File: config.mk
export PLATFORM = sky130hd
export DESIGN_NAME = ssq_status_query
export DESIGN_NICKNAME = d
export VERILOG_FILES = /design/src/inc/ssq_pkg.sv /design/src/rtl/ssq_status_query.sv /design/src/rtl/ssq_reply_fmt.sv /design/src/rtl/ssq_jog_ctl.sv
export VERILOG_INCLUDE_DIRS = /design/src /design/src/inc
export SDC_FILE = /design/constraint.sdc
export NUM_CORES = 1
export LEC_CHECK = 0
export BUFFER_PORTS_ARGS = -buffer_cell sky130_fd_sc_hd__buf_2
export CORE_ASPECT_RATIO = 0.6
export CORE_MARGIN = 2
export CORE_UTILIZATION = 54
export CTS_CLUSTER_DIAMETER = 30
export DETAILED_ROUTE_END_ITERATION = 10
export PLACE_DENSITY = 0.95
export SYNTH_ARGS = -nofsm -noshare
export SYNTH_HDL_FRONTEND = slang
export SYNTH_SLANG_ARGS = --single-unit
File: constraint.sdc
create_clock -name pclk -period 7 [get_ports pclk]
set_input_delay 0.7 -clock pclk [delete_from_list [all_inputs] [get_ports pclk]]
set_output_delay 0.7 -clock pclk [all_outputs]
set_load 0.02 [all_outputs]
File: src/inc/ssq_consts.svh
// Register offsets, field positions, reset values and reply prefixes of the status query block.
// Assumes a 12-bit APB byte address with one aligned 32-bit word per register.
`ifndef SSQ_CONSTS_SVH
`define SSQ_CONSTS_SVH

// Register byte offsets.
`define SSQ_OFF_CMD 12'h000
`define SSQ_OFF_WORD 12'h004
`define SSQ_OFF_CHAR 12'h008
`define SSQ_OFF_ISTAT 12'h00C
`define SSQ_OFF_IMASK 12'h010
`define SSQ_OFF_CTRL 12'h014

// Field positions.
`define SSQ_CMD_FLAG_BIT 8
`define SSQ_IRQ_REPLY 0
`define SSQ_IRQ_JOGEND 1
`define SSQ_IRQ_REFUSE 2

// Reset values.
`define SSQ_IMASK_RST 3'h0
`define SSQ_VALVE_RST 1'b0

// Reply prefixes as two ASCII characters, and the separator.
`define SSQ_PFX_TRACE 16'h4353
`define SSQ_PFX_CSPD 16'h4353
`define SSQ_PFX_PEAK 16'h4D53
`define SSQ_PFX_TORQ 16'h4254
`define SSQ_PFX_UNIT 16'h5555
`define SSQ_PFX_ASPD 16'h5350
`define SSQ_PFX_GAIN 16'h4B56
`define SSQ_PFX_REPT 16'h5250
`define SSQ_PFX_PAUSE 16'h5049
`define SSQ_ASCII_EQ 8'h3D

// Reply lengths in characters or digits.
`define SSQ_DIG_WORD 4'h8
`define SSQ_DIG_HALF 4'h4
`define SSQ_FW_LEN 4'hA
`define SSQ_HDR_LEN 4'h3

`endif

File: src/inc/ssq_pkg.sv
// Types shared by the status query block: commands, status carriers and reply descriptor.
// Assumes nothing of its surroundings.
package ssq_pkg;

   // Command codes written to the command register.
   typedef enum logic [7:0] {
      ssq_c_none = 8'h00,
      ssq_c_trace = 8'h01,
      ssq_c_cspd = 8'h02,
      ssq_c_peak = 8'h03,
      ssq_c_torq = 8'h04,
      ssq_c_unit = 8'h05,
      ssq_c_aspd = 8'h06,
      ssq_c_gain = 8'h07,
      ssq_c_rept = 8'h08,
      ssq_c_pause = 8'h09,
      ssq_c_fw = 8'h0A,
      ssq_c_valve = 8'h10,
      ssq_c_jog = 8'h11,
      ssq_c_stop = 8'h12
   } ssq_cmd_e;

   // Input type codes of the pause word.
   typedef enum logic [3:0] {
      ssq_pt_single_lo = 4'h0,
      ssq_pt_single_hi = 4'h1,
      ssq_pt_multi_byte = 4'h8,
      ssq_pt_multi_all_lo = 4'hA,
      ssq_pt_multi_all_hi = 4'hC
   } ssq_ptype_e;

   // Jog sequencer states, Gray coded along idle, run, stop.
   typedef enum logic [1:0] {
      ssq_jog_idle = 2'b00,
      ssq_jog_run = 2'b01,
      ssq_jog_stop = 2'b11
   } ssq_jog_e;

   // Controller status flags.
   typedef struct packed {
      logic lcd_pending;
      logic fault;
      logic trace_on;
      logic feeding;
      logic homing;
      logic tuning;
      logic prog_run;
      logic in_pos;
      logic move_active;
      logic servo_run;
   } ssq_flags_s;

   // Controller values that the queries report.
   typedef struct packed {
      logic [31:0] cmd_speed;
      logic [31:0] peak_speed;
      logic [31:0] act_speed;
      logic [15:0] torque;
      logic [15:0] unit;
      logic [15:0] gain;
      logic [15:0] repeatab;
      logic [3:0] pause_state;
      ssq_ptype_e pause_type;
      logic [6:0] pause_sel;
   } ssq_values_s;

   // Reply descriptor: text message or prefix, separator and hex digits.
   typedef struct packed {
      logic ok;
      logic text;
      logic [15:0] prefix;
      logic [3:0] ndig;
      logic [31:0] word;
   } ssq_reply_s;

endpackage

File: src/rtl/ssq_status_query.sv
// Status query command interpreter with an APB register interface.
// Assumes status flags and values come from controller logic on pclk, needing no synchroniser.
//
// The address map and the APB register port were chosen for this implementation.
`timescale 1ns/10ps
`include "ssq_consts.svh"

// Behaviour
// - Trace word is 16 bits: servo, move, in-position, program, tuning, jogging.
// - Trace bits 6 to 10: homing, feeding, trace mode, fault, LCD prompt.
// - Commanded speed reply: prefix, then eight hex digits of counts per second.
// - Peak speed reply: prefix, then eight hex digits of highest reached speed.
// - Unit reply carries a four digit unit code; zero means inches.
// - Actual speed reply: eight hex digits of measured speed.
// - Velocity gain reply: prefix, then four hex digits of the gain.
// - Repeatability reply gives measured repeatability in encoder counts.
// - Pause word bits 6 to 0 hold input selection; bits 15 to 7 zero.
// - Pause word bits 19 to 16 hold input type; bits 27 to 20 zero.
// - Pause word bits 31 to 28 report pause cause.
// - Firmware query answers with a text message naming product and version.
// - Valve command flag one energizes both coils while in position.
// - Jog flag zero jogs backward, one jogs forward.
module ssq_status_query (
   // Clock, reset and freeze.
   input wire logic pclk,
   input wire logic presetn,
   input wire logic ce,
   // APB slave.
   input wire logic psel,
   input wire logic penable,
   input wire logic pwrite,
   input wire logic [11:0] paddr,
   input wire logic [31:0] pwdata,
   output logic [31:0] prdata,
   output logic pready,
   output logic pslverr,
   // Controller state on the same clock.
   input wire ssq_pkg::ssq_flags_s flags,
   input wire ssq_pkg::ssq_values_s vals,
   // Actuator controls and interrupt.
   output logic jog_fwd,
   output logic jog_bwd,
   output logic valve_energize,
   output logic irq
);

   ssq_pkg::ssq_reply_s rep;
   logic rep_busy;
   logic [3:0] ch_idx;
   logic [2:0] irq_stat;
   logic [2:0] irq_mask;
   logic [2:0] next_irq_stat;
   logic [2:0] next_irq_mask;
   logic [7:0] cur_ch;
   logic ch_last;
   logic jog_end;
   logic jog_refused;

   // Builds the reply for a query command; non-queries come back with ok low.
   function automatic ssq_pkg::ssq_reply_s build_reply(
      input ssq_pkg::ssq_cmd_e code,
      input ssq_pkg::ssq_flags_s f,
      input ssq_pkg::ssq_values_s v,
      input logic jogging
   );
      ssq_pkg::ssq_reply_s r;
      r = '0;
      r.ok = 1'b1;
      r.ndig = `SSQ_DIG_HALF;
      case (code)
         ssq_pkg::ssq_c_trace: begin
            r.prefix = `SSQ_PFX_TRACE;
            r.word = {16'h0000, 5'h00, f.lcd_pending, f.fault, f.trace_on, f.feeding,
                      f.homing, jogging, f.tuning, f.prog_run, f.in_pos, f.move_active,
                      f.servo_run};
         end
         ssq_pkg::ssq_c_cspd: begin
            r.prefix = `SSQ_PFX_CSPD;
            r.ndig = `SSQ_DIG_WORD;
            r.word = v.cmd_speed;
         end
         ssq_pkg::ssq_c_peak: begin
            r.prefix = `SSQ_PFX_PEAK;
            r.ndig = `SSQ_DIG_WORD;
            r.word = v.peak_speed;
         end
         ssq_pkg::ssq_c_torq: begin
            r.prefix = `SSQ_PFX_TORQ;
            r.word = {16'h0000, v.torque};
         end
         ssq_pkg::ssq_c_unit: begin
            r.prefix = `SSQ_PFX_UNIT;
            r.word = {16'h0000, v.unit};
         end
         ssq_pkg::ssq_c_aspd: begin
            r.prefix = `SSQ_PFX_ASPD;
            r.ndig = `SSQ_DIG_WORD;
            r.word = v.act_speed;
         end
         ssq_pkg::ssq_c_gain: begin
            r.prefix = `SSQ_PFX_GAIN;
            r.word = {16'h0000, v.gain};
         end
         ssq_pkg::ssq_c_rept: begin
            r.prefix = `SSQ_PFX_REPT;
            r.word = {16'h0000, v.repeatab};
         end
         ssq_pkg::ssq_c_pause: begin
            r.prefix = `SSQ_PFX_PAUSE;
            r.ndig = `SSQ_DIG_WORD;
            r.word = {v.pause_state, 8'h00, v.pause_type, 9'h000, v.pause_sel};
         end
         ssq_pkg::ssq_c_fw: begin
            r.text = 1'b1;
            r.ndig = 4'h0;
         end
         default: r = '0;
      endcase
      return r;
   endfunction

   // APB phases: access waits one cycle, the transfer completes when pready is seen.
   wire logic acc = psel & penable & ~pready;
   wire logic done = psel & penable & pready;

   // Address decode.
   wire logic hit_cmd = (paddr == `SSQ_OFF_CMD);
   wire logic hit_word = (paddr == `SSQ_OFF_WORD);
   wire logic hit_char = (paddr == `SSQ_OFF_CHAR);
   wire logic hit_istat = (paddr == `SSQ_OFF_ISTAT);
   wire logic hit_imask = (paddr == `SSQ_OFF_IMASK);
   wire logic hit_ctrl = (paddr == `SSQ_OFF_CTRL);
   wire logic mapped = hit_cmd | hit_word | hit_char | hit_istat | hit_imask | hit_ctrl;

   // Command decode at the completing edge of a command write.
   wire ssq_pkg::ssq_cmd_e cmd_code = ssq_pkg::ssq_cmd_e'(pwdata[7:0]);
   wire logic cmd_flag = pwdata[`SSQ_CMD_FLAG_BIT];
   wire logic wr_cmd = done & pwrite & hit_cmd;
   wire logic jogging = jog_fwd | jog_bwd;
   wire ssq_pkg::ssq_reply_s next_rep = build_reply(cmd_code, flags, vals, jogging);
   wire logic is_valve = (cmd_code == ssq_pkg::ssq_c_valve);
   wire logic is_jog = (cmd_code == ssq_pkg::ssq_c_jog);
   wire logic is_stop = (cmd_code == ssq_pkg::ssq_c_stop);
   wire logic is_set = is_valve | is_jog | is_stop;

   // Reads that have side effects, and the mask write.
   wire logic rd_istat = done & ~pwrite & hit_istat;
   wire logic pop = done & ~pwrite & hit_char & rep_busy;
   wire logic wr_imask = done & pwrite & hit_imask;

   // Events into the sticky status.
   wire logic ev_reply = wr_cmd & next_rep.ok;
   wire logic ev_refuse = (wr_cmd & ~next_rep.ok & ~is_set) | jog_refused;
   wire logic [2:0] events = {ev_refuse, jog_end, ev_reply};

   // Read data selection; unused upper bits read as zero.
   wire logic [31:0] rd_mux =
      hit_word ? (rep_busy ? rep.word : 32'h0000_0000) :
      hit_char ? {23'h00_0000, rep_busy, rep_busy ? cur_ch : 8'h00} :
      hit_istat ? {29'h0000_0000, irq_stat} :
      hit_imask ? {29'h0000_0000, irq_mask} :
      hit_ctrl ? {29'h0000_0000, jog_fwd, jogging, valve_energize} :
      32'h0000_0000;

   // Sticky status; a read clears only the bits it returned, so an event that lands after
   // the read data was captured is not lost. A same-cycle event wins over the clear.
   assign next_irq_stat = (rd_istat ? (irq_stat & ~prdata[2:0]) : irq_stat) | events;
   assign next_irq_mask = wr_imask ? pwdata[2:0] : irq_mask;

   // Reply character generator.
   ssq_reply_fmt u_fmt (
      .rep(rep),
      .idx(ch_idx),
      .ch(cur_ch),
      .last(ch_last)
   );

   // Jog sequencer; the stop command ends a jog.
   ssq_jog_ctl u_jog (
      .pclk(pclk),
      .presetn(presetn),
      .ce(ce),
      .jog_req(wr_cmd & is_jog),
      .jog_flag(cmd_flag),
      .stop_req(wr_cmd & is_stop),
      .servo_run(flags.servo_run),
      .jog_fwd(jog_fwd),
      .jog_bwd(jog_bwd),
      .jog_end(jog_end),
      .refused(jog_refused)
   );

   // APB answer: one wait state, data and error prepared in the access cycle.
   always_ff @(posedge pclk or negedge presetn) begin
      if (!presetn) begin
         pready <= 1'b0;
         prdata <= 32'h0000_0000;
         pslverr <= 1'b0;
      end else if (ce) begin
         pready <= acc;
         prdata <= acc && !pwrite ? rd_mux : 32'h0000_0000;
         pslverr <= acc & ~mapped;
      end
   end

   // Reply capture and character stream.
   always_ff @(posedge pclk or negedge presetn) begin
      if (!presetn) begin
         rep <= '0;
         rep_busy <= 1'b0;
         ch_idx <= 4'h0;
      end else if (ce) begin
         if (ev_reply) begin
            rep <= next_rep;
            rep_busy <= 1'b1;
            ch_idx <= 4'h0;
         end else if (pop) begin
            rep_busy <= !ch_last;
            ch_idx <= 4'(ch_idx + 4'h1);
         end
      end
   end

   // Valve hold setting, interrupt status, mask and line.
   always_ff @(posedge pclk or negedge presetn) begin
      if (!presetn) begin
         valve_energize <= `SSQ_VALVE_RST;
         irq_stat <= 3'h0;
         irq_mask <= `SSQ_IMASK_RST;
         irq <= 1'b0;
      end else if (ce) begin
         if (wr_cmd && is_valve) begin
            valve_energize <= cmd_flag;
         end
         irq_stat <= next_irq_stat;
         irq_mask <= next_irq_mask;
         irq <= |(next_irq_stat & next_irq_mask);
      end
   end

   // Helper: a command write of any code is being taken this cycle.
   wire logic take = ce & wr_cmd;

   property p_trace_lo;
      @(posedge pclk) disable iff (!presetn)
      (take && cmd_code == ssq_pkg::ssq_c_trace) |=> rep_busy && rep.ndig == 4'h4 &&
         rep.word[4:0] == $past({flags.tuning, flags.prog_run, flags.in_pos,
                                 flags.move_active, flags.servo_run}) &&
         rep.word[5] == $past(jogging);
   endproperty
   a_trace_lo: assert property (p_trace_lo) else $error("trace low bits wrong");

   property p_trace_hi;
      @(posedge pclk) disable iff (!presetn)
      (take && cmd_code == ssq_pkg::ssq_c_trace) |=>
         rep.word[10:6] == $past({flags.lcd_pending, flags.fault, flags.trace_on,
                                  flags.feeding, flags.homing});
   endproperty
   a_trace_hi: assert property (p_trace_hi) else $error("trace high bits wrong");

   property p_cspd;
      @(posedge pclk) disable iff (!presetn)
      (take && cmd_code == ssq_pkg::ssq_c_cspd) |=>
         rep.word == $past(vals.cmd_speed) && rep.ndig == 4'h8 && rep.prefix == 16'h4353;
   endproperty
   a_cspd: assert property (p_cspd) else $error("commanded speed reply wrong");

   property p_peak;
      @(posedge pclk) disable iff (!presetn)
      (take && cmd_code == ssq_pkg::ssq_c_peak) |=>
         rep.word == $past(vals.peak_speed) && rep.ndig == 4'h8;
   endproperty
   a_peak: assert property (p_peak) else $error("peak speed reply wrong");

   property p_half;
      @(posedge pclk) disable iff (!presetn)
      (take && (cmd_code == ssq_pkg::ssq_c_torq || cmd_code == ssq_pkg::ssq_c_unit ||
                cmd_code == ssq_pkg::ssq_c_gain || cmd_code == ssq_pkg::ssq_c_rept))
         |=> rep.ndig == 4'h4 && rep.word[31:16] == 16'h0000 && rep_busy;
   endproperty
   a_half: assert property (p_half) else $error("short reply wrong");

   property p_aspd;
      @(posedge pclk) disable iff (!presetn)
      (take && cmd_code == ssq_pkg::ssq_c_aspd) |=>
         rep.word == $past(vals.act_speed) && rep.ndig == 4'h8;
   endproperty
   a_aspd: assert property (p_aspd) else $error("actual speed reply wrong");

   property p_pause;
      @(posedge pclk) disable iff (!presetn)
      (take && cmd_code == ssq_pkg::ssq_c_pause) |=>
         rep.word[6:0] == $past(vals.pause_sel) && rep.word[15:7] == 9'h000 &&
         rep.word[19:16] == $past(vals.pause_type) && rep.word[27:20] == 8'h00 &&
         rep.word[31:28] == $past(vals.pause_state);
   endproperty
   a_pause: assert property (p_pause) else $error("pause word wrong");

   property p_fw;
      @(posedge pclk) disable iff (!presetn)
      (take && cmd_code == ssq_pkg::ssq_c_fw) |=> rep_busy && rep.text;
   endproperty
   a_fw: assert property (p_fw) else $error("firmware reply not text");

   property p_valve;
      @(posedge pclk) disable iff (!presetn)
      (take && is_valve) |=> valve_energize == $past(cmd_flag);
   endproperty
   a_valve: assert property (p_valve) else $error("valve flag not taken");

   property p_resv;
      @(posedge pclk) disable iff (!presetn)
      (rep_busy && !rep.text && rep.ndig == 4'h4) |-> rep.word[31:16] == 16'h0000;
   endproperty
   a_resv: assert property (p_resv) else $error("reserved reply bits set");

endmodule // ssq_status_query

File: src/rtl/ssq_reply_fmt.sv
// Reply character generator: picks the ASCII character at a given index of a reply.
// Assumes the caller holds the descriptor and the index stable while it reads the character.
`timescale 1ns/10ps
`include "ssq_consts.svh"

module ssq_reply_fmt #(
   // Firmware message, ten characters; the value is arbitrary.
   parameter logic [79:0] FW_MSG = 80'h4354_524C_2056_302E_3031
) (
   // Reply and position.
   input wire ssq_pkg::ssq_reply_s rep,
   input wire logic [3:0] idx,
   // Character out.
   output logic [7:0] ch,
   output logic last
);

   // Converts one nibble into its upper-case hex digit.
   function automatic logic [7:0] hex_ascii(input logic [3:0] n);
      hex_ascii = (n < 4'hA) ? (8'h30 + {4'h0, n}) : (8'h37 + {4'h0, n});
   endfunction

   // Digit position counted from the least significant nibble.
   wire logic [3:0] pos = 4'(rep.ndig + `SSQ_HDR_LEN - 4'h1 - idx);
   wire logic [3:0] nib = 4'(rep.word >> {pos, 2'b00});
   wire logic [7:0] txt = 8'(FW_MSG >> {4'(`SSQ_FW_LEN - 4'h1 - idx), 3'b000});
   wire logic [3:0] len = rep.text ? `SSQ_FW_LEN : 4'(`SSQ_HDR_LEN + rep.ndig);

   // Prefix, separator, then digits from the most significant down.
   assign ch = rep.text ? txt :
               (idx == 4'h0) ? rep.prefix[15:8] :
               (idx == 4'h1) ? rep.prefix[7:0] :
               (idx == 4'h2) ? `SSQ_ASCII_EQ : hex_ascii(nib);
   assign last = (idx == 4'(len - 4'h1));

endmodule // ssq_reply_fmt

File: src/rtl/ssq_jog_ctl.sv
// Jog sequencer: starts a jog in the flagged direction and holds it until a stop command.
// Assumes one-cycle command pulses from the interpreter on the same clock.
`timescale 1ns/10ps

module ssq_jog_ctl (
   // Clock and reset.
   input wire logic pclk,
   input wire logic presetn,
   input wire logic ce,
   // Commands.
   input wire logic jog_req,
   input wire logic jog_flag,
   input wire logic stop_req,
   input wire logic servo_run,
   // Drive and events.
   output logic jog_fwd,
   output logic jog_bwd,
   output logic jog_end,
   output logic refused
);

   ssq_pkg::ssq_jog_e state;
   ssq_pkg::ssq_jog_e next_state;
   logic dir;
   logic next_dir;

   // Next state: a jog needs a running servo loop and lasts until stopped.
   always_comb begin
      next_state = state;
      next_dir = dir;
      case (state)
         ssq_pkg::ssq_jog_idle: begin
            if (jog_req && servo_run) begin
               next_state = ssq_pkg::ssq_jog_run;
               next_dir = jog_flag;
            end
         end
         ssq_pkg::ssq_jog_run: begin
            if (stop_req) begin
               next_state = ssq_pkg::ssq_jog_stop;
            end else if (jog_req) begin
               next_dir = jog_flag;
            end
         end
         ssq_pkg::ssq_jog_stop: next_state = ssq_pkg::ssq_jog_idle;
         default: next_state = ssq_pkg::ssq_jog_idle;
      endcase
   end

   // State and registered drive; a one flag jogs forward, zero backward.
   always_ff @(posedge pclk or negedge presetn) begin
      if (!presetn) begin
         state <= ssq_pkg::ssq_jog_idle;
         dir <= 1'b0;
         jog_fwd <= 1'b0;
         jog_bwd <= 1'b0;
         jog_end <= 1'b0;
         refused <= 1'b0;
      end else if (ce) begin
         state <= next_state;
         dir <= next_dir;
         jog_fwd <= (next_state == ssq_pkg::ssq_jog_run) && next_dir;
         jog_bwd <= (next_state == ssq_pkg::ssq_jog_run) && !next_dir;
         jog_end <= (next_state == ssq_pkg::ssq_jog_stop);
         refused <= jog_req && !servo_run && (state != ssq_pkg::ssq_jog_run);
      end
   end

   // A forward flag drives the forward output only.
   property p_jog_dir;
      @(posedge pclk) disable iff (!presetn)
      (ce && jog_req && servo_run && !stop_req && state != ssq_pkg::ssq_jog_stop)
         |=> (jog_fwd == $past(jog_flag)) && (jog_bwd == !$past(jog_flag));
   endproperty
   a_jog_dir: assert property (p_jog_dir) else $error("jog direction wrong");

   // A running jog keeps going while no stop arrives.
   property p_jog_hold;
      @(posedge pclk) disable iff (!presetn)
      ((jog_fwd || jog_bwd) && !stop_req) |=> (jog_fwd || jog_bwd);
   endproperty
   a_jog_hold: assert property (p_jog_hold) else $error("jog ended without stop");

endmodule // ssq_jog_ctl

==> results.txt <==
critical path startpoint: ch_idx[0]$_DFFE_PN0P_
drt pass-1 iters: 8
maxcap violations: 0
RePlAce Congestion: 0.983
via count: 7,282
Detailed Route WL: 22,900 µm
syn nets: 988
number of enable flip-flop cells after synthesis: 0
maximum clock path buffer count: 2
WL/cell: 20.4 µm
critical path class: flip-flop to flip-flop
Fin Hold WS: 0.348 ns
critical path's slowest cell: dfrtp_1
vias in the first global route: 6,651
DR vias/cell: 6.47
FMAX: 255 MHz
post-CTS resize count: 0
Worst-Skew Late Latency: 0.35 ns
Tcrit/Tclk final: 56.0%
Top Ports: 273
Initial Utilization: 56.1%
die footprint: 13,600 µm²
port buffer count: 249
top cells by count, synth: 100 x dfrtp_1, 92 x nand2_1, 61 x o21ai_0
worst path required time: 7.24 ns
distinct cell type count after synthesis: 77
H-tree level count: 3
Rel. slew slack: 26.4%
Final HPWL DP: 17,600 µm
Final Hold Fails: 0
dominant cells by area after synthesis: dfrtp_1 37%, mux4_2 6.3%, nand2_1 5.1%
most common cell in the netlist: dfrtp_1
largest net degree at the start of global routing: 61
Slew @ Worst Pin: 1.10 ns
Critical path buffers and inverters: 1
synthesized flop and latch total: 100
sequential share of the synthesized area: 36.6%
Diodes inserted: 0
Crit Path Max Fanout: 29
initial antenna violation count: 1
Layout area overhead: 22.7%
Post-synth top flop: dfrtp_1
CTS sink cnt: 100
unrepaired setup endpoints after global routing: no
Core ar.: 12,200 µm²
Max stage delay on crit path: 0.92 ns
CP Launch Type: flip-flop
Slew Limit Fails: 0
post-synthesis instance total: 745
hold crit path type: input pin to asynchronous set/reset pin
Die H: 91.1 µm
Final Setup Violations: 0
DRT iter0 DRCs: 1,025
cell family contributing the most delay on the critical path: flip-flops
Total Routing Usage GR: 33.5%
Worst-path clk slew: 0.07 ns
Final Critical Period: 3.92 ns
FFs w/ async S/R, synth: 100%
status: finished, final reports clean
Root Buffer Master: clkbuf_16
arrival time worst endpoint: 4.16 ns
Max VDD drop: 0.0967 mV
CP cell instances: inv_1 -> ha_1 -> mux4_2 -> mux2i_1 -> o21bai_1 -> nor4_1 -> a2111o_1 -> a22o_1
die width: 149 µm
non-filler cells, final: 1,125
fin util: 68.8%
static leakage: 0.00382 µW
Mapped Avg Cell Area: 9.17 µm²
share of cells above drive strength 1: 33.3%
Final TNS setup: 0 ns
drc violations: 0
CTS Hold Bufs: 0
Max Clock Skew: 0.00553 ns
Post-DRT Antenna Nets: 0
row count: 31
nets@finish: 1,198
post-synthesis cell area: 6830 µm²
crit end category: flip-flop
Power Density: 149 nW/µm²
first-pass GRT wire length: 35,300 µm
total gr overflow: 0
Power Total: 1250 µW
RR Startpoint: ch_idx[0]$_DFFE_PN0P_
CTS tree: built
post-synth top area share: 36.6%
Cells after DPL: 1,109
TritonCTS Buffers: 9
Post-CTS Setup Bufs: 0
yosys warns: 0
area leader, netlist: dfrtp_1
## routing by layer
metal	vias up	GRT usage, %	routed length, µm
met5	-	0	0
met4	0	8.49	493
met3	55	10.9	3280
met2	510	46.5	9690
met1	3442	50.2	9460
li1	3275	-	-
## worst paths after layout
path                                              end  slack [ns]  cells past startpoint
worst max-delay path            prdata[6]$_DFFE_PN0P_        3.08                      8
worst min-delay path              pslverr$_DFFE_PN0P_        0.35                      1
worst max register to register  prdata[6]$_DFFE_PN0P_        3.08                      8
worst min register to register    rep[42]$_DFFE_PN0P_        0.48                      2
max in group asynchronous         rep[17]$_DFFE_PN0P_        5.54                      2
min in group pclk                 rep[42]$_DFFE_PN0P_        0.48                      2
## registers in the layout (all words and copies together), names as in the netlist, 2 cells and up
register / cells
irq_mask: 3
ch_idx: 4
irq_stat: 3
prdata: 32
u_jog.state: 2
rep: 46
## where the power goes
| group | total, µW | internal (µW) | switching, µW |
|---|---|---|---|
| Combinational | 159 | 74.3 | 85.1 |
| Clock | 502 | 279 | 223 |
| Sequential | 584 | 581 | 3.18 |
| Total | 1250 | 934 | 311 |
## metrics by stage
| step | instance area, µm² | worst slack [ns] |
|---|---|---|
| floorplan | 6830 | 4.34 |
| global placement | 8090 | 3.16 |
| detailed placement | 8090 | 3.15 |
| CTS | 8380 | 3.11 |
| global route | 8380 | 2.79 |
| finish | 8380 | 3.08 |
## cells in the final DEF (no fill, tap or decap), types with 4 or more instances in the layout
| master | n |
|---|---|
| a211oi_1 | 7 |
| a21boi_0 | 10 |
| a21o_1 | 4 |
| a21oi_1 | 36 |
| a221oi_1 | 7 |
| a222oi_1 | 17 |
| a22o_1 | 36 |
| a22oi_1 | 8 |
| a31oi_1 | 7 |
| and2_1 | 4 |
| and3_1 | 10 |
| buf_2 | 248 |
| buf_4 | 9 |
| clkbuf_16 | 9 |
| dfrtp_1 | 100 |
| ha_1 | 8 |
| inv_1 | 20 |
| mux2_2 | 7 |
| mux2i_1 | 22 |
| mux4_2 | 19 |
| nand2_1 | 92 |
| nand2b_1 | 5 |
| nand3_1 | 29 |
| nand4_1 | 5 |
| nor2_1 | 33 |
| nor2b_1 | 11 |
| nor3_1 | 18 |
| nor3b_1 | 4 |
| nor4_1 | 5 |
| o211ai_1 | 8 |
| o21a_1 | 4 |
| o21ai_0 | 61 |
| o21ai_1 | 14 |
| o22ai_1 | 7 |
## final cells by class
| class | instances | area, µm² |
|---|---|---|
| multi-input cells | 565 | 3990 |
| fillers | 992 | 3800 |
| flip-flops and latches | 100 | 2500 |
| repair buffers | 257 | 1310 |
| clock buffers | 11 | 233 |
| well taps | 165 | 206 |
| inverters | 22 | 82.6 |
| clock inverters | 5 | 60.1 |
## logic make-up after synthesis
family / share of synthesized area [%]
XOR/XNOR: 0.513
AND/OR/NAND/NOR: 18.7
buffers and inverters: 5.02
multiplexers: 10.6
AO/OA/AOI/OAI: 27.0
adder cells (fa/ha/maj): 1.47
flip-flops: 36.6
Note: power is estimated with default switching activity, not from simulation.
